[src/inc/pmu_alarm_regs.svh]
// register map, field positions and reset values of the alarm and mode block
// assumes 32-bit word registers on byte offsets, plain strobe port
`ifndef PMU_ALARM_REGS_SVH
`define PMU_ALARM_REGS_SVH
`define OFS_SYS_CTRL 8'h00
`define OFS_TMP_LIMIT 8'h04
`define OFS_ALARM_STAT 8'h08
`define OFS_IRQ_STAT 8'h0c
`define OFS_IRQ_MASK 8'h10
`define PMU_REG_PAGE 4'h2
`define PMU_CLR_BIT 6
`define AST_TMP_LAT 16
`define AST_TMP_LIVE 17
`define SYS_CTRL_RST 32'h0000_0000
`define TMP_LIMIT_RST 8'h82
`define IRQ_MASK_RST 3'h0
`endif

[src/inc/pmu_alarm_pkg.sv]
// types shared by the alarm and mode block
// assumes nothing beyond a SystemVerilog tool
package pmu_alarm_pkg;
   typedef enum logic [1:0] {
      MEAS_VOLT = 2'h0,
      MEAS_CURR = 2'h1,
      MEAS_TEMP = 2'h3
   } meas_src_t;

   typedef struct packed {
      logic [7:0] rsv3;
      logic [7:0] meas_sel;
      logic [3:0] rsv2;
      logic [3:0] gnd_own;
      logic [2:0] rsv1;
      logic comp_keep;
      logic clamp_en;
      logic guard_en;
      logic cg_latch;
      logic cg_en;
   } sys_ctrl_t;

   typedef struct packed {
      logic [3:0] gnd_own;
      logic [3:0] guard_from_hs;
      meas_src_t [3:0] meas_sel;
   } route_t;

   typedef struct packed {
      logic clamp;
      logic guard;
      logic temp;
   } irq_t;
endpackage

[src/pmu_alarm_ctrl.sv]
// alarm, mode-pin and routing control of a four-channel measurement unit
// assumes one 10 MHz clock; alarm and select pins are asynchronous, the
// die temperature code comes from logic on the same clock
`timescale 1ns/1ps
`include "pmu_alarm_regs.svh"

module pmu_alarm_ctrl import pmu_alarm_pkg::*; (
   input wire logic clk,
   input wire logic rst,
   input wire logic [7:0] addr,
   input wire logic [31:0] wdata,
   input wire logic wr,
   input wire logic rd,
   output logic [31:0] rdata,
   input wire logic if_select_pin,
   input wire logic [3:0] guard_alarm_pin,
   input wire logic [3:0] clamp_alarm_pin,
   input wire logic [7:0] die_temp_c,
   output logic spi_mode,
   output logic comp_pins_as_link,
   output logic guard_clamp_alarm_out_o,
   output logic guard_clamp_alarm_out_oe,
   output logic temperature_alarm_out_o,
   output logic temperature_alarm_out_oe,
   output route_t route,
   output logic irq
);

   // ------------------------------------------------------------
   // pin synchronisers
   // ------------------------------------------------------------
   logic [8:0] pin_v;
   logic [8:0] s1_r, s2_r, s3_r, filt_r, filt_nxt;
   logic [3:0] guard_live, clamp_live;
   logic lvds;

   assign pin_v = {if_select_pin, clamp_alarm_pin, guard_alarm_pin};

   // a level counts only once two later stages agree
   genvar gi;
   generate
      for (gi = 0; gi < 9; gi++) begin : g_sync
         assign filt_nxt[gi] = (s2_r[gi] == s3_r[gi]) ? s3_r[gi] : filt_r[gi];
      end
   endgenerate

   always_ff @(posedge clk or posedge rst) begin
      if (rst) begin
         s1_r <= 9'h000;
         s2_r <= 9'h000;
         s3_r <= 9'h000;
         filt_r <= 9'h000;
      end else begin
         s1_r <= pin_v;
         s2_r <= s1_r;
         s3_r <= s2_r;
         filt_r <= filt_nxt;
      end
   end

   assign guard_live = filt_r[3:0];
   assign clamp_live = filt_r[7:4];
   assign lvds = filt_r[8];

   // ------------------------------------------------------------
   // registers and alarm flags
   // ------------------------------------------------------------
   sys_ctrl_t ctrl_r, ctrl_nxt;
   logic [7:0] limit_r, limit_nxt;
   logic [3:0] guard_lat_r, guard_lat_nxt, clamp_lat_r, clamp_lat_nxt;
   logic [3:0] guard_d_r, clamp_d_r;
   logic temp_lat_r, temp_lat_nxt, temp_d_r;
   irq_t istat_r, istat_nxt, imask_r, imask_nxt, ev;
   logic [31:0] rdata_nxt;
   logic temp_live, clr_hit, cg_assert;
   logic [3:0] g_src, c_src;

   assign temp_live = die_temp_c > limit_r;
   assign clr_hit = wr && (addr[7:4] == `PMU_REG_PAGE) && (addr[1:0] == 2'h0)
                    && wdata[`PMU_CLR_BIT];

   always_comb begin
      ctrl_nxt = ctrl_r;
      limit_nxt = limit_r;
      imask_nxt = imask_r;
      if (wr && addr == `OFS_SYS_CTRL) begin
         ctrl_nxt = sys_ctrl_t'(wdata);
      end
      if (wr && addr == `OFS_TMP_LIMIT) begin
         limit_nxt = wdata[7:0];
      end
      if (wr && addr == `OFS_IRQ_MASK) begin
         imask_nxt = irq_t'(wdata[2:0]);
      end
      // live condition beats a clear in the same cycle
      guard_lat_nxt = guard_live | (clr_hit ? 4'h0 : guard_lat_r);
      clamp_lat_nxt = clamp_live | (clr_hit ? 4'h0 : clamp_lat_r);
      temp_lat_nxt = temp_live | (clr_hit ? 1'b0 : temp_lat_r);
      ev.temp = temp_live & ~temp_d_r;
      ev.guard = |(guard_live & ~guard_d_r);
      ev.clamp = |(clamp_live & ~clamp_d_r);
      istat_nxt = ev | ((rd && addr == `OFS_IRQ_STAT) ? 3'h0 : istat_r);
      rdata_nxt = 32'h0000_0000;
      if (rd) begin
         unique case (addr)
            `OFS_SYS_CTRL: rdata_nxt = ctrl_r;
            `OFS_TMP_LIMIT: rdata_nxt = {24'h000000, limit_r};
            `OFS_ALARM_STAT: rdata_nxt = {14'h0000, temp_live, temp_lat_r,
                                          clamp_live, clamp_lat_r,
                                          guard_live, guard_lat_r};
            `OFS_IRQ_STAT: rdata_nxt = {29'h0000_0000, istat_r};
            `OFS_IRQ_MASK: rdata_nxt = {29'h0000_0000, imask_r};
            default: rdata_nxt = 32'h0000_0000;
         endcase
      end
   end

   always_ff @(posedge clk or posedge rst) begin
      if (rst) begin
         ctrl_r <= `SYS_CTRL_RST;
         limit_r <= `TMP_LIMIT_RST;
         imask_r <= `IRQ_MASK_RST;
         guard_lat_r <= 4'h0;
         clamp_lat_r <= 4'h0;
         temp_lat_r <= 1'b0;
         guard_d_r <= 4'h0;
         clamp_d_r <= 4'h0;
         temp_d_r <= 1'b0;
         istat_r <= 3'h0;
         rdata <= 32'h0000_0000;
      end else begin
         ctrl_r <= ctrl_nxt;
         limit_r <= limit_nxt;
         imask_r <= imask_nxt;
         guard_lat_r <= guard_lat_nxt;
         clamp_lat_r <= clamp_lat_nxt;
         temp_lat_r <= temp_lat_nxt;
         guard_d_r <= guard_live;
         clamp_d_r <= clamp_live;
         temp_d_r <= temp_live;
         istat_r <= istat_nxt;
         rdata <= rdata_nxt;
      end
   end

   // ------------------------------------------------------------
   // pins and routing
   // ------------------------------------------------------------
   route_t route_nxt;
   logic spi_nxt, link_nxt, cg_nxt, irq_nxt;

   // held flags count only in latch mode, so follow mode tracks live state
   assign g_src = guard_live | (ctrl_r.cg_latch ? guard_lat_r : 4'h0);
   assign c_src = clamp_live | (ctrl_r.cg_latch ? clamp_lat_r : 4'h0);
   assign cg_assert = ctrl_r.cg_en && ((ctrl_r.guard_en && |g_src)
                      || (ctrl_r.clamp_en && |c_src));

   always_comb begin
      spi_nxt = ~lvds;
      link_nxt = lvds & ~ctrl_r.comp_keep;
      cg_nxt = cg_assert;
      irq_nxt = |(istat_r & imask_r);
      route_nxt.gnd_own = ctrl_r.gnd_own;
      route_nxt.guard_from_hs = ctrl_r.gnd_own;
      for (int c = 0; c < 4; c++) begin
         // unused code 2 falls back to voltage sense
         unique case (ctrl_r.meas_sel[2*c +: 2])
            2'h1: route_nxt.meas_sel[c] = MEAS_CURR;
            2'h3: route_nxt.meas_sel[c] = MEAS_TEMP;
            default: route_nxt.meas_sel[c] = MEAS_VOLT;
         endcase
      end
   end

   always_ff @(posedge clk or posedge rst) begin
      if (rst) begin
         spi_mode <= 1'b1;
         comp_pins_as_link <= 1'b0;
         guard_clamp_alarm_out_oe <= 1'b0;
         irq <= 1'b0;
         route <= '0;
      end else begin
         spi_mode <= spi_nxt;
         comp_pins_as_link <= link_nxt;
         guard_clamp_alarm_out_oe <= cg_nxt;
         irq <= irq_nxt;
         route <= route_nxt;
      end
   end

   // open-drain pins only ever pull low
   assign guard_clamp_alarm_out_o = 1'b0;
   assign temperature_alarm_out_o = 1'b0;
   assign temperature_alarm_out_oe = temp_lat_r;
endmodule

[config.mk]
export PLATFORM = sky130hd
export DESIGN_NAME = pmu_alarm_ctrl
export DESIGN_NICKNAME = d
export VERILOG_FILES = /design/src/inc/pmu_alarm_pkg.sv /design/src/pmu_alarm_ctrl.sv
export VERILOG_INCLUDE_DIRS = /design/src /design/src/inc
export SDC_FILE = /design/constraint.sdc
export NUM_CORES = 1
export LEC_CHECK = 0
export BUFFER_PORTS_ARGS = -buffer_cell sky130_fd_sc_hd__buf_4
export CAP_MARGIN = 10
export CORE_ASPECT_RATIO = 0.7
export CORE_MARGIN = 4
export CORE_UTILIZATION = 54
export CTS_CLUSTER_DIAMETER = 120
export CTS_CLUSTER_SIZE = 14
export DETAILED_ROUTE_END_ITERATION = 8
export GPL_TIMING_DRIVEN = 0
export PLACE_DENSITY = 0.79
export SETUP_SLACK_MARGIN = 0.15
export SYNTH_ARGS = -nofsm -noshare
export SYNTH_HDL_FRONTEND = slang
export SYNTH_SLANG_ARGS = --single-unit
[constraint.sdc]
create_clock -name clk -period 5.53 [get_ports clk]
set_input_delay 1.106 -clock clk [delete_from_list [all_inputs] [get_ports clk]]
set_output_delay 1.106 -clock clk [all_outputs]
set_load 0.05 [all_outputs]
==> impl_metrics.env <==
export IMPL_hold_buffers=0
export IMPL_cp_data_required_time_ns=5.82
export IMPL_die_w_um=128.3
export IMPL_final_max_slew_viol_count=0
export IMPL_htreeDepth=4
export IMPL_coreArea_um2=9797
export IMPL_cts_root_buf="clkbuf_16"
export IMPL_clk_latency_ns=0.40
export IMPL_dr_pass1_iters=5
export IMPL_drc=0
export IMPL_p_total_mw=2.500
export IMPL_hpwl_mm=8.109
export IMPL_synth_cell_types=44
export IMPL_setup_tns_ns=0
export IMPL_vias_per_cell=5.278
export IMPL_grt_ovfl_total=0
export IMPL_place_gp_congestion=0.8971
export IMPL_maxClockFrequency_mhz=414.6
export IMPL_synthCells=380
export IMPL_cpPeakStageDelay_ns=0.39
export IMPL_skew_ns=0.006571
export IMPL_path_class="primary input to flip-flop"
export IMPL_start_util_pct=55.84
export IMPL_stdcell_count=652
export IMPL_grt_antenna_before_repair=0
export IMPL_rsz0062_at_grt="no"
export IMPL_async_flop_share_pct=100.0
export IMPL_cp_cell_sequence="buf_4 -> nor4_1 -> nand2_1 -> nor2_2 -> nand3_2 -> mux2_2"
export IMPL_cp_slowest_cell="nor4_1"
export IMPL_ys_seq_elements=148
export IMPL_grtUsageTotal_pct=21.08
export IMPL_vias=3441
export IMPL_grt_max_degree=95
export IMPL_ys_warn_count=0
export IMPL_relSlewSlack_pct=51.05
export IMPL_drive_gt1_share_pct=41.60
export IMPL_layout_common_cells="dfrtp_1, buf_4, mux2_2"
export IMPL_wirelength_mm=11.83
export IMPL_worst_pin_slew_ns=0.7303
export IMPL_cts_sinks=148
export IMPL_hold_slack_ns=0.3455
export IMPL_ioPinCount=116
export IMPL_dpl_cell_count=621
export IMPL_post_place_ws_ns=2.713
export IMPL_n_antenna_cell=0
export IMPL_setup_viol_count_final=0
export IMPL_startpoint_type="primary input"
export IMPL_cts_buffers=17
export IMPL_crit_path_end_kind="flip-flop"
export IMPL_grt_pass1_wl_mm=18.81
export IMPL_area_delta_synth_final_pct=29.92
export IMPL_drtAntennaViolNets=0
export IMPL_multi_input_area_um2=1554
export IMPL_cp_arrival_ns=2.70
export IMPL_crit_buf_inv=1
export IMPL_finalCritPeriodShare_pct=43.61
export IMPL_final_common_cell="dfrtp_1"
export IMPL_post_cts_resize_count=0
export IMPL_synthFlopType="dfrtp_1"
export IMPL_hold_viol=0
export IMPL_syn_avg_cell_area_um2=14.40
export IMPL_final_nets=581
export IMPL_p_per_area_nw_per_um2=351.8
export IMPL_wire_per_inst_um=18.14
export IMPL_rows=30
export IMPL_synth_enable_flop_cells=0
export IMPL_finalWorstSetupSlack_ns=3.118
export IMPL_fillers=639
export IMPL_cp_top_family="simple AND/OR/NAND/NOR gates"
export IMPL_clk_pin_slew_worst_paths_ns=0.06
export IMPL_drtIter0Drc=258
export IMPL_p_leak_nw=3.610
export IMPL_syn_cell_area_um2=5470
export IMPL_fp_dieH_um=92.21
export IMPL_register_area_um2=3707
export IMPL_cap_violations=0
export IMPL_die_area_um2=11830
export IMPL_peakVddDrop_mv=0.2787
export IMPL_cts_tree="yes"
export IMPL_outcome="complete, no violations"
export IMPL_min_period_ns=2.412
export IMPL_port_buffers=111
export IMPL_hold_path_class="flip-flop to flip-flop"
export IMPL_clock_path_buffers=2
export IMPL_cts_setup_buffers=0
export IMPL_grt_pass1_vias=3631
export IMPL_cp_max_fo=8
export IMPL_yosysSeqAreaShare_pct=67.77
-- area by class of cell --
| type | instances | share of cell area, % |
|---|---|---|
| inverters | 21 | 1.180 |
| clock inverters | 10 | 2.201 |
| well taps | 128 | 2.254 |
| clock buffers | 21 | 6.338 |
| repair buffers | 112 | 12.11 |
| flip-flops and latches | 148 | 52.17 |
| plain buffers | 21 | 1.884 |
| multi-input cells | 191 | 21.87 |
-- sequential cells by signal, summed over array words and instances (netlist names), 3 cells and up --
signal,count
ctrl_r,32
rdata,32
route,12
filt_r,9
s1_r,9
s2_r,9
s3_r,9
limit_r,8
clamp_d_r,4
clamp_lat_r,4
guard_d_r,4
guard_lat_r,4
imask_r,3
istat_r,3
-- per-layer routing --
layer	up-vias	part of all wire, %	track usage [%]
met4	0	1.2	6.625
met3	14	6.8	6.286
met1	1713	44	28.68
met2	122	48	32.84
li1	1592	-	-
met5	-	0	0
-- path summary, 6_finish.rpt --
kind / from / to / slack (ns) / cells past startpoint
max: addr[5] / limit_r[0]$_DFFE_PP0P_ / 3.12 / 6
min: s1_r[4]$_DFF_PP0_ / s2_r[4]$_DFF_PP0_ / 0.35 / 0
max reg2reg: limit_r[1]$_DFFE_PP1P_ / istat_r[0]$_DFF_PP0_ / 3.68 / 7
min reg2reg: s1_r[4]$_DFF_PP0_ / s2_r[4]$_DFF_PP0_ / 0.35 / 0
max in group asynchronous: rst / rdata[22]$_DFF_PP0_ / 3.97 / 3
min in group asynchronous: rst / rdata[17]$_DFF_PP0_ / 0.75 / 2
-- report_power, final --
group / switching [mW] / total, mW / internal [mW]
logic: 0.0937 / 0.168 / 0.0742
registers: 0.0288 / 1.16 / 1.13
clock network: 0.413 / 1.18 / 0.762
-- cell families (layout without fill, tap and decap cells) --
family / count (synthesis) / count (layout) / synth area share, %
flops: 148 / 148 / 67.77
mux: 52 / 52 / 10.89
other cells: 1 / 2 / 0.06855
buf+inv: 42 / 185 / 3.888
compound gates: 41 / 41 / 5.581
simple gates: 79 / 79 / 8.326
fa+ha+maj: 17 / 17 / 3.477
-- through the flow --
step	utilization [%]	instance area (µm²)
floorplan	-	5474
global placement	66.02	6467
detailed placement	66.35	6500
CTS	72.54	7107
global route	72.54	7107
finish	72.54	7107
-- Yosys cell counts, types with 6 or more instances --
library cell | instances | area, µm²
mux2_2 | 48 | 540.5
ha_1 | 8 | 100.1
a22o_1 | 9 | 78.83
clkbuf_1 | 9 | 33.78
and3_1 | 15 | 93.84
buf_4 | 6 | 45.04
dfrtp_1 | 145 | 3628
a22oi_1 | 7 | 52.55
maj3_1 | 9 | 90.09
inv_1 | 21 | 78.83
nand2_1 | 26 | 97.59
nor2_1 | 10 | 37.54
Power figures use the tool's default switching activity.
